===== config.mk =====
export PLATFORM = sky130hd
export DESIGN_NAME = piosi_device_flat
export DESIGN_NICKNAME = d
export VERILOG_FILES = /design/src/design/piosi_pkg.sv /design/src/design/piosi_bus_if.sv /design/src/design/piosi_device.sv /design/src/flat_wrapper.sv
export SDC_FILE = /design/constraint.sdc
export NUM_CORES = 1
export LEC_CHECK = 0
export ABC_CLOCK_PERIOD_IN_PS = 2850
export BUFFER_PORTS_ARGS = -buffer_cell sky130_fd_sc_hd__buf_2
export CELL_PAD_IN_SITES_DETAIL_PLACEMENT = 0
export CELL_PAD_IN_SITES_GLOBAL_PLACEMENT = 2
export CORE_ASPECT_RATIO = 1.2
export CORE_UTILIZATION = 38
export CTS_BUF_LIST = sky130_fd_sc_hd__clkbuf_4 sky130_fd_sc_hd__clkbuf_8 sky130_fd_sc_hd__clkbuf_16
export CTS_CLUSTER_DIAMETER = 40
export DETAILED_ROUTE_END_ITERATION = 10
export PLACE_DENSITY_LB_ADDON = 0.1
export SETUP_SLACK_MARGIN = 0.15
export SYNTH_ARGS = -nofsm -noshare
export SYNTH_HDL_FRONTEND = slang
export SYNTH_SLANG_ARGS = --single-unit

===== constraint.sdc =====
create_clock -name clk -period 2.85 [get_ports clk]
set_input_delay 0.285 -clock clk [delete_from_list [all_inputs] [get_ports clk]]
set_output_delay 0.285 -clock clk [all_outputs]
set_load 0.02 [all_outputs]

===== src/design/piosi_pkg.sv =====
// shared constants and types for the programmed-io status and interrupt link
package piosi_pkg;
    // ------------------------------------------------------------
    // bus widths and codes
    // ------------------------------------------------------------
    localparam int DEV_CODE_W = 6;
    localparam int DATA_W = 16;
    localparam int SKIP_TEST_W = 2;
    localparam logic [5:0] ACK_DEV_CODE = 6'h3F;   // device code 77 octal
    localparam int ACK_CODE_LSB = 0;               // data bits 10-15 sit in the low six bits
    // ------------------------------------------------------------
    // skip test field encodings
    // ------------------------------------------------------------
    localparam logic [1:0] SKIP_IF_BUSY_ASSERTED = 2'h0;
    localparam logic [1:0] SKIP_IF_BUSY_CLEAR = 2'h1;
    localparam logic [1:0] SKIP_IF_DONE_ASSERTED = 2'h2;
    localparam logic [1:0] SKIP_IF_DONE_CLEAR = 2'h3;
    // ------------------------------------------------------------
    // flag control field encodings
    // ------------------------------------------------------------
    localparam logic [1:0] FLAG_NONE = 2'h0;
    localparam logic [1:0] FLAG_START = 2'h1;
    localparam logic [1:0] FLAG_CLEAR = 2'h2;
    localparam logic [1:0] FLAG_PULSE = 2'h3;
    // ------------------------------------------------------------
    // host sequencer timing, in clk cycles
    // ------------------------------------------------------------
    localparam logic [3:0] PHASE_CYCLES = 4'h4;
    // ------------------------------------------------------------
    // host register map (apb byte offsets)
    // ------------------------------------------------------------
    localparam logic [7:0] REG_CMD = 8'h00;
    localparam logic [7:0] REG_STATUS = 8'h04;
    localparam logic [7:0] REG_RESULT = 8'h08;
    localparam logic [7:0] REG_IRQ = 8'h0C;
    // command register fields
    localparam int CMD_DEV_LSB = 0;
    localparam int CMD_OP_LSB = 8;
    localparam int CMD_TEST_LSB = 12;
    localparam int CMD_FLAG_LSB = 16;
    localparam int CMD_IRQON_BIT = 20;
    // host operations
    typedef enum logic [1:0] {
        OP_SKIP = 2'h0,
        OP_FLAG = 2'h1,
        OP_ACK = 2'h2,
        OP_RESET = 2'h3
    } piosi_op_e;
endpackage


===== src/design/piosi_bus_if.sv =====
// the programmed-io bus lines joining the bus controller and one device controller
`timescale 1ns/1ps
interface piosi_bus_if;
    logic [5:0] selCode;
    logic selValid;
    logic busyStatusLine;
    logic doneStatusLine;
    logic startPulse;
    logic clearPulse;
    logic generalPulse;
    logic ioResetPulse;
    logic requestEnableStrobe;
    logic irqRequestLine;
    logic irqAcknowledge;
    logic irqPriorityInput;
    logic irqPriorityOutput;
    logic [15:0] ackData;
    logic ackDataEn;
    logic channelRequestLine;

    // device end
    modport device (
        input selCode, selValid, startPulse, clearPulse, generalPulse, ioResetPulse,
        input requestEnableStrobe, irqAcknowledge, irqPriorityInput,
        output busyStatusLine, doneStatusLine, irqRequestLine, irqPriorityOutput,
        output ackData, ackDataEn, channelRequestLine
    );
    // bus controller end
    modport host (
        output selCode, selValid, startPulse, clearPulse, generalPulse, ioResetPulse,
        output requestEnableStrobe, irqAcknowledge, irqPriorityInput,
        input busyStatusLine, doneStatusLine, irqRequestLine, irqPriorityOutput,
        input ackData, ackDataEn, channelRequestLine
    );
endinterface


===== src/design/piosi_device.sv =====
// device-controller end: busy/done flags, status lines, irq and channel request, priority
`timescale 1ns/1ps
module piosi_device
    import piosi_pkg::*;
#(
    parameter logic [5:0] DEV_CODE = 6'h11  // arbitrary default device code
) (
    // clock and reset
    input wire logic clk,
    input wire logic nrst,
    // bus side
    piosi_bus_if.device bus,
    // device user side
    input wire logic operationFinishedSignal,
    input wire logic irqDisable,
    input wire logic channelWanted,
    output logic busyFlag,
    output logic doneFlag,
    output logic startSeen,
    output logic generalSeen
);
    // ------------------------------------------------------------
    // pin synchronisers: three flops, change taken when last two agree
    // ------------------------------------------------------------
    localparam int NSYNC = 11;
    logic [NSYNC-1:0] rawIn;
    logic [NSYNC-1:0] syncA_reg, syncB_reg, syncC_reg;
    logic [NSYNC-1:0] clean_reg;
    assign rawIn = {bus.selCode, bus.selValid, bus.startPulse, bus.clearPulse,
                    bus.ioResetPulse, bus.requestEnableStrobe};
    // strobe idles high, so its stages reset high to avoid a false falling edge
    localparam logic [10:0] SYNC_RST = 11'h001;

    // three-stage capture of the select, start, clear, reset and strobe lines
    always_ff @(posedge clk or negedge nrst) begin
        if (!nrst) begin
            syncA_reg <= SYNC_RST;
            syncB_reg <= SYNC_RST;
            syncC_reg <= SYNC_RST;
        end else begin
            syncA_reg <= rawIn;
            syncB_reg <= syncA_reg;
            syncC_reg <= syncB_reg;
        end
    end

    // per bit filtered value: follows only when stages two and three agree
    genvar gi;
    generate
        for (gi = 0; gi < NSYNC; gi++) begin : gFilt
            always_ff @(posedge clk or negedge nrst) begin
                if (!nrst) begin
                    clean_reg[gi] <= SYNC_RST[gi];
                end else if (syncB_reg[gi] == syncC_reg[gi]) begin
                    clean_reg[gi] <= syncC_reg[gi];
                end
            end
        end
    endgenerate

    // ------------------------------------------------------------
    // decoded levels and edges
    // ------------------------------------------------------------
    logic [5:0] selCodeS;
    logic selValidS, startS, clearS, ioRstS, strobeS;
    logic [NSYNC-1:0] cleanPrev_reg;
    assign {selCodeS, selValidS, startS, clearS, ioRstS, strobeS} = clean_reg;

    // previous filtered values for edge detection
    always_ff @(posedge clk or negedge nrst) begin
        if (!nrst) begin
            cleanPrev_reg <= SYNC_RST;
        end else begin
            cleanPrev_reg <= clean_reg;
        end
    end

    logic selected, startEdge, clearEdge, ioRstEdge, strobeFall, finishPrev_reg, finishEdge;
    assign selected = selValidS && (selCodeS == DEV_CODE);
    assign startEdge = startS && !cleanPrev_reg[3] && selected;
    assign clearEdge = clearS && !cleanPrev_reg[2] && selected;
    assign ioRstEdge = ioRstS && !cleanPrev_reg[1];
    assign strobeFall = !strobeS && cleanPrev_reg[0];

    // completion is from local logic on clk: no synchroniser needed
    always_ff @(posedge clk or negedge nrst) begin
        if (!nrst) begin
            finishPrev_reg <= 1'b0;
        end else begin
            finishPrev_reg <= operationFinishedSignal;
        end
    end
    assign finishEdge = operationFinishedSignal && !finishPrev_reg;

    // ------------------------------------------------------------
    // busy/done network
    // ------------------------------------------------------------
    logic busy_reg, done_reg;
    // busy: reset wins, then clear, then start, then completion
    always_ff @(posedge clk or negedge nrst) begin
        if (!nrst) begin
            busy_reg <= 1'b0;
        end else if (ioRstEdge) begin
            busy_reg <= 1'b0;
        end else if (clearEdge) begin
            busy_reg <= 1'b0;
        end else if (startEdge) begin
            busy_reg <= 1'b1;
        end else if (finishEdge) begin
            busy_reg <= 1'b0;
        end
    end

    // done copies busy on completion, so a busy already cleared leaves done low
    always_ff @(posedge clk or negedge nrst) begin
        if (!nrst) begin
            done_reg <= 1'b0;
        end else if (ioRstEdge) begin
            done_reg <= 1'b0;
        end else if (finishEdge && busy_reg) begin
            done_reg <= 1'b1;
        end else if (clearEdge || startEdge || finishEdge) begin
            done_reg <= 1'b0;
        end
    end

    // status lines only while our code is on the select lines
    assign bus.busyStatusLine = selected && busy_reg;
    assign bus.doneStatusLine = selected && done_reg;
    assign busyFlag = busy_reg;
    assign doneFlag = done_reg;

    // one-cycle notifications of start and general pulses to the device logic
    logic genEdge, genPrev_reg, startSeen_reg, generalSeen_reg;
    always_ff @(posedge clk or negedge nrst) begin
        if (!nrst) begin
            genPrev_reg <= 1'b0;
            startSeen_reg <= 1'b0;
            generalSeen_reg <= 1'b0;
        end else begin
            genPrev_reg <= bus.generalPulse;
            startSeen_reg <= startEdge;
            generalSeen_reg <= genEdge;
        end
    end
    // general pulse sampled raw in one flop: it only makes a notification
    assign genEdge = bus.generalPulse && !genPrev_reg && selected;
    assign startSeen = startSeen_reg;
    assign generalSeen = generalSeen_reg;

    // ------------------------------------------------------------
    // request flops: change only on strobe falling edge
    // ------------------------------------------------------------
    logic irq_reg, dchReq_reg;
    // acknowledge leaves busy/done untouched; servicing comes from software
    always_ff @(posedge clk or negedge nrst) begin
        if (!nrst) begin
            irq_reg <= 1'b0;
        end else if (strobeFall) begin
            irq_reg <= done_reg && !irqDisable;
        end
    end

    always_ff @(posedge clk or negedge nrst) begin
        if (!nrst) begin
            dchReq_reg <= 1'b0;
        end else if (strobeFall) begin
            dchReq_reg <= channelWanted;
        end
    end
    assign bus.irqRequestLine = irq_reg;
    assign bus.channelRequestLine = dchReq_reg;

    // ------------------------------------------------------------
    // priority element and acknowledge answer
    // ------------------------------------------------------------
    // combinational pass-through keeps the chain fast across chained elements
    assign bus.irqPriorityOutput = bus.irqPriorityInput && !irq_reg;
    assign bus.ackDataEn = bus.irqAcknowledge && bus.irqPriorityInput && irq_reg;
    assign bus.ackData = bus.ackDataEn ? {{(DATA_W - DEV_CODE_W){1'b0}}, DEV_CODE}
                                       : '0;
endmodule


===== src/flat_wrapper.sv =====
// flat-port wrapper written by rule: the top's interface ports become plain ports
module piosi_device_flat import piosi_pkg::*;
#(
    parameter logic [5:0] DEV_CODE = 6'h11                                  
)
  (clk, nrst, operationFinishedSignal, irqDisable, channelWanted, busyFlag, doneFlag, startSeen, generalSeen, bus_selCode, bus_selValid, bus_startPulse, bus_clearPulse, bus_generalPulse, bus_ioResetPulse, bus_requestEnableStrobe, bus_irqAcknowledge, bus_irqPriorityInput, bus_busyStatusLine, bus_doneStatusLine, bus_irqRequestLine, bus_irqPriorityOutput, bus_ackData, bus_ackDataEn, bus_channelRequestLine);
  piosi_bus_if bus_i ();
  input wire logic clk;
  input wire logic nrst;
  input wire logic operationFinishedSignal;
  input wire logic irqDisable;
  input wire logic channelWanted;
  output logic busyFlag;
  output logic doneFlag;
  output logic startSeen;
  output logic generalSeen;
  input wire logic [$bits(bus_i.selCode)-1:0] bus_selCode;
  input wire logic [$bits(bus_i.selValid)-1:0] bus_selValid;
  input wire logic [$bits(bus_i.startPulse)-1:0] bus_startPulse;
  input wire logic [$bits(bus_i.clearPulse)-1:0] bus_clearPulse;
  input wire logic [$bits(bus_i.generalPulse)-1:0] bus_generalPulse;
  input wire logic [$bits(bus_i.ioResetPulse)-1:0] bus_ioResetPulse;
  input wire logic [$bits(bus_i.requestEnableStrobe)-1:0] bus_requestEnableStrobe;
  input wire logic [$bits(bus_i.irqAcknowledge)-1:0] bus_irqAcknowledge;
  input wire logic [$bits(bus_i.irqPriorityInput)-1:0] bus_irqPriorityInput;
  output wire logic [$bits(bus_i.busyStatusLine)-1:0] bus_busyStatusLine;
  output wire logic [$bits(bus_i.doneStatusLine)-1:0] bus_doneStatusLine;
  output wire logic [$bits(bus_i.irqRequestLine)-1:0] bus_irqRequestLine;
  output wire logic [$bits(bus_i.irqPriorityOutput)-1:0] bus_irqPriorityOutput;
  output wire logic [$bits(bus_i.ackData)-1:0] bus_ackData;
  output wire logic [$bits(bus_i.ackDataEn)-1:0] bus_ackDataEn;
  output wire logic [$bits(bus_i.channelRequestLine)-1:0] bus_channelRequestLine;
  assign bus_i.selCode = bus_selCode;
  assign bus_i.selValid = bus_selValid;
  assign bus_i.startPulse = bus_startPulse;
  assign bus_i.clearPulse = bus_clearPulse;
  assign bus_i.generalPulse = bus_generalPulse;
  assign bus_i.ioResetPulse = bus_ioResetPulse;
  assign bus_i.requestEnableStrobe = bus_requestEnableStrobe;
  assign bus_i.irqAcknowledge = bus_irqAcknowledge;
  assign bus_i.irqPriorityInput = bus_irqPriorityInput;
  assign bus_busyStatusLine = bus_i.busyStatusLine;
  assign bus_doneStatusLine = bus_i.doneStatusLine;
  assign bus_irqRequestLine = bus_i.irqRequestLine;
  assign bus_irqPriorityOutput = bus_i.irqPriorityOutput;
  assign bus_ackData = bus_i.ackData;
  assign bus_ackDataEn = bus_i.ackDataEn;
  assign bus_channelRequestLine = bus_i.channelRequestLine;
  piosi_device #(.DEV_CODE(DEV_CODE)) u_core (.clk(clk), .nrst(nrst), .bus(bus_i), .operationFinishedSignal(operationFinishedSignal), .irqDisable(irqDisable), .channelWanted(channelWanted), .busyFlag(busyFlag), .doneFlag(doneFlag), .startSeen(startSeen), .generalSeen(generalSeen));
endmodule

==> results of run 1 <==
Yosys cell counts:
cell type,count,area [um^2]
or3b_4,1,11.3
nand4b_1,1,8.76
nand3_1,2,10.0
or2_1,1,6.26
mux2_2,1,11.3
maj3_1,11,110
nor2b_1,2,12.5
or4_4,1,11.3
nand2b_1,4,25.0
dfrtp_1,51,1280
and3_1,3,18.8
conb_1,1,3.75
o22ai_2,1,12.5
nand3b_1,1,7.51
buf_4,16,120
nor3b_1,2,15.0
dfstp_2,5,131
nor4bb_1,1,10.0
a2111oi_2,1,15.0
nand2_1,3,11.3
inv_1,2,7.51
o21ai_0,2,10.0
area by class of cell:
| cell class | instances | area, um^2 | share of cell area, % |
|---|---|---|---|
| sequential | 56 | 1410 | 66.2 |
| multi-input combinational | 52 | 359 | 16.9 |
| tap | 58 | 72.6 | 3.41 |
| clock inverter | 2 | 35.0 | 1.65 |
| inverter | 2 | 7.51 | 0.353 |
| clock buffer | 6 | 76.3 | 3.59 |
| timing repair buffer | 32 | 168 | 7.89 |
what timing repair did:
action / in CTS / in global routing
endpoints found under the setup margin: 0 / 0
resized for setup: 0 / 0
hold buffers: 1 / 0
hold endpoints to repair: 18 / 0
power by group:
part / switching (mW) / internal (mW)
combinational: 0.0574 / 0.0365
clock: 0.231 / 0.270
sequential: 0.0246 / 0.848
cell families (layout without fill, tap and decap cells):
group	count (synthesis)	in the layout
AOI/OAI and AO/OA	4	4
and+or+nand+nor	22	22
other	1	14
DFF	56	56
buffers and inverters	18	42
muxes	1	1
adders and majority gates	11	11
path summary, 6_finish.rpt:
check                                                 from                                    end  slack (ns)  depth (start not counted)
min reg2reg                  u_core.syncA_reg[1]$_DFF_PN0_          u_core.syncB_reg[1]$_DFF_PN0_        0.35                          0
max reg2reg                u_core.clean_reg[6]$_DFFE_PN0N_            u_core.busyFlag$_DFFE_PN0P_        1.36                          3
max                        u_core.clean_reg[7]$_DFFE_PN0N_                     bus_busyStatusLine        0.97                          3
min                                bus_requestEnableStrobe          u_core.syncA_reg[0]$_DFF_PN1_        0.07                          1
min in group asynchronous                             nrst  u_core.bus.irqRequestLine$_DFFE_PN0P_        0.47                          2
max in group asynchronous                             nrst          u_core.syncB_reg[5]$_DFF_PN0_        1.58                          3
metal layers:
metal / up-vias / wire length [um] / global-route usage (%)
met4: 0 / 56 / 5.22
met3: 5 / 164 / 4.65
met2: 32 / 1180 / 17.0
met5: - / 0 / 0
li1: 416 / - / -
met1: 452 / 1100 / 13.0
metrics by stage:
stage	utilization (%)	area, um^2	hold slack, ns	worst slack (ns)
floorplan	-	1890	-0.0106	1.43
global placement	43.3	2000	0.272	1.35
detailed placement	43.3	2000	0.286	1.30
CTS	45.9	2130	0.0603	0.963
global route	45.9	2130	0.0498	0.867
finish	45.9	2130	0.0745	0.967
==> results.toml, run 1 <==
[timing]
final_max_slew_viol_count = 0
skew_ns = 0.00596
post-route-min-period_ns = 1.88
fmax_ghz = 0.531
setup_viol = 0
slew_headroom_pct = 65.1
setup_tns_ns = 0
grt_setup_unrepaired = "false"
hold_viol = 0
period_share_pct = 66.1
worst_slew_pin_slew_ns = 0.517

[critical_path]
path_max_fanout = 3
cpLargestDelayFamily = "simple AND/OR/NAND/NOR gates"
crit_path_max_incr_delay_ns = 0.50
crit_type = "reg2out"
required_ns = 2.57
path_buf_inv = 1
cp.arrival_ns = 1.60
startpoint_type = "register"
path_cells = "nor4bb_1 -> and3_1 -> buf_2"
slowest_stage = "nor4bb_1"
worst_setup_path_end_kind = "primary output"

[layout]
drive_gt1_share_pct = 32.7
instances_no_fill = 208
n_fill_cell = 421
area_growth_pct = 15.2
diodes = 0
final_cell_mix = "51 x dfrtp_1, 30 x buf_2, 14 x conb_1"
finalNetCount = 168
layout_commonest_cell = "dfrtp_1"

[die]
fp-row-count = 27
die_area_um2 = 5140
core-area_um2 = 4630
io_pins = 45
dieHeight_um = 78.3
floorplan.initialDensity_pct = 39.9
die_x_um = 65.6

[synthesis]
ys_seq_area_share_pct = 76.3
netlist_area_um2 = 1850
yosysWarnings = 0
synth-adder-area-share_pct = 5.97
synth_seq_cells = 56
muxShareOfSynthArea_pct = 0.610
synth_top_family_by_area = "simple AND/OR/NAND/NOR gates"
synth-simple-area-share_pct = 8.00
synthCells = 113
synth-xor-area-share_pct = 0
synth.distinct_cells = 22
synth_compound_area_share_pct = 2.03
syn-mean-instance-area_um2 = 16.3

[place]
gp_congestion = 0.658
io_buffer_count = 30
dp.final_hpwl_um = 1750
dp.cells = 199

[clocking]
clk_latency_ns = 0.30
cts.path.max_buffers = 2
cts_buffers = 5
root_buffer = "clkbuf_8"
cts.sinks = 56
cts_tree = "done"
post_cts_buffers = 0
cts_htree_levels = 2
clk_pin_slew_worst_paths_ns = 0.09

[drt]
routed_via_density = 4.35
wl_per_cell_um = 12.0
vias = 905
ant_nets = 0
first_iter_violations = 27
routed_wl_um = 2490
drtPass1Iterations = 2
drc_errors = 0

[global_route]
track_usage_pct = 11.0
grt_first_pass_wirelength_um = 4090
grt_max_degree = 34
antenna_found_initial = 0
first_global_vias = 906
gr-total-overflow = 0

[pwr]
peakVddDrop_mv = 0.417
p_leak_nw = 1.01
powerDensity_nw_per_um2 = 691
p_total_mw = 1.47

[status]
status = "completed"

[hold_path]
min_path_type = "in2reg"

[job]
cap_violations = 0
Power figures use the tool's default switching activity.
==> run 2, diff against run 1 <==
ABC_CLOCK_PERIOD_IN_PS = 1520   (was 2850)
CORE_UTILIZATION = 32   (was 38)
clock period = 1.52 ns   (was 2.85 ns; I/O delays follow)
==> results.toml, run 2 (same netlist as run 1, synthesis figures left out) <==
[status]
violations = "design-rule violations, negative setup slack"
status = "finished, violations left"

[timing]
post-route-min-period_ns = 1.52
skew_ns = 0.00680
hold_viol = 0
final_max_slew_viol_count = 0
grt_setup_unrepaired = "true"
fmax_ghz = 0.657
timing.final.ws_setup_ns = -0.00261
period_share_pct = 100
setup_viol = 1
hold_ws_ns = 0.0866

[pwr]
p_leak_nw = 1.10
peakVddDrop_mv = 0.701
powerDensity_nw_per_um2 = 1220

[drt]
drtPass1Iterations = 7
wl_per_cell_um = 11.4
routed_wl_um = 2600
ant_nets = 0
vias = 962
first_iter_violations = 43
routed_via_density = 4.20
drc_errors = 5

[clocking]
root_buffer = "clkbuf_8"
cts_tree = "done"
clk_pin_slew_worst_paths_ns = 0.09
clk_latency_ns = 0.30
cts.path.max_buffers = 2
cts.sinks = 56
cts_buffers = 5
cts_htree_levels = 2

[place]
gp_congestion = 0.630
dp.cells = 203
postPlaceCellArea_um2 = 2020
dp.final_hpwl_um = 1730
io_buffer_count = 30

[critical_path]
worstSetupStartpoint = "u_core.clean_reg[7]$_DFFE_PN0N_"
r2r_cells = 4
crit_path_max_incr_delay_ns = 0.43
path_cells = "nor4bb_4 -> and3_1 -> buf_6"
reg2reg_from = "u_core.clean_reg[10]$_DFFE_PN0N_"
worst_setup_path_end_kind = "primary output"
required_ns = 1.37
crit_type = "reg2out"
path_buf_inv = 1
timing.rr.end = "u_core.busyFlag$_DFFE_PN0P_"
r2r_slack_ns = 0.02
endpoint = "bus_busyStatusLine"
cpLargestDelayFamily = "simple AND/OR/NAND/NOR gates"
path_max_fanout = 3
startpoint_type = "register"
cp.arrival_ns = 1.37
critical_path_depth = 3
slowest_stage = "dfrtp_1"

[layout]
layout_commonest_cell = "dfrtp_1"
area_growth_pct = 28.0
multi_input_area_um2 = 394
finalNetCount = 185
final_cell_mix = "51 x dfrtp_1, 28 x buf_2, 14 x conb_1, 14 x dlygate4sd3_1, 11 x maj3_1"
drive_gt1_share_pct = 34.1
diodes = 0
seq_area_um2 = 1410
instances_no_fill = 229
final_area_um2 = 2360
n_fill_cell = 508

[hold_path]
min_path_type = "in2reg"

[global_route]
track_usage_pct = 10.1
first_global_vias = 1017
grt_first_pass_wirelength_um = 4600
gr-total-overflow = 0
antenna_found_initial = 0
grt_max_degree = 42

[die]
fp-row-count = 29
die_x_um = 71.3
core-area_um2 = 5410
die_area_um2 = 6080
io_pins = 45
dieHeight_um = 85.2
floorplan.initialDensity_pct = 34.1

[job]
cap_violations = 0
## run 2: changes by cell type in the layout (fill, tap and decap cells not counted), sizes merged
cell	delta
dlygate4sd3	+13
buf	+4
clkbuf	+1
clkinv	-1
## run 2: worst min path at each step
stage | start | to | slack [ns] | cells after the start
detailed placement | nrst | u_core.syncC_reg[1]$_DFF_PN0_ | 0.09 | 1
floorplan | nrst | u_core.bus.channelRequestLine$_DFFE_PN0P_ | -0.14 | 0
finish | channelWanted | u_core.bus.channelRequestLine$_DFFE_PN0P_ | 0.09 | 2
global placement | nrst | u_core.ioRstS$_DFFE_PN0N_ | 0.08 | 1
CTS | channelWanted | u_core.bus.channelRequestLine$_DFFE_PN0P_ | 0.08 | 2
global route | channelWanted | u_core.bus.channelRequestLine$_DFFE_PN0P_ | 0.07 | 2
## run 2: metrics by stage
| stage | setup WS (ns) | total power, mW | utilization, % | setup TNS [ns] |
|---|---|---|---|---|
| floorplan | 0.166 | 1.78 | - | 0 |
| global placement | 0.150 | 1.84 | 37.4 | 0 |
| detailed placement | 0.103 | 1.85 | 37.4 | 0 |
| CTS | -0.0378 | 2.95 | 43.5 | -0.0726 |
| global route | -0.124 | 3.04 | 43.7 | -0.246 |
| finish | -0.00261 | 2.89 | 43.7 | -0.00261 |
## run 2: what timing repair did
item                                   4_1_cts  5_1_grt
resized for setup                            9        1
setup buffers                                3        1
setup endpoints to repair                    5        5
endpoints found under the hold margin       23        0
hold buffers                                14        0
pin swaps                                    4        2
## run 2: worst reg2reg max path, stage by stage (launching register included)
cell and delay (ns):
dfrtp_1 0.42, buf_4 0.15, or2_4 0.24, or4_4 0.53, o22ai_2 0.09
## run 2: layer usage
layer | vias to the layer above | share of wire (%) | GRT usage (%)
met1 | 473 | 45 | 12.2
met5 | - | 0 | 0
li1 | 447 | - | -
met3 | 7 | 6.1 | 3.80
met4 | 0 | 2.0 | 4.91
met2 | 35 | 47 | 15.9
## run 2: area by class of cell
cell class | count | share of cell area [%]
Multi-Input combinational cell | 52 | 16.7
Clock buffer | 7 | 4.08
Clock inverter | 1 | 1.27
Timing Repair Buffer | 49 | 14.8
Inverter | 2 | 0.318
Tap cell | 62 | 3.28
Sequential cell | 56 | 59.6
## run 2: report_power, final
part           leakage, nW  switching (mW)  internal, mW
sequential           0.659          0.0496          1.59
combinational        0.379           0.121         0.115
clock               0.0645           0.434         0.581
total                 1.10           0.604          2.28
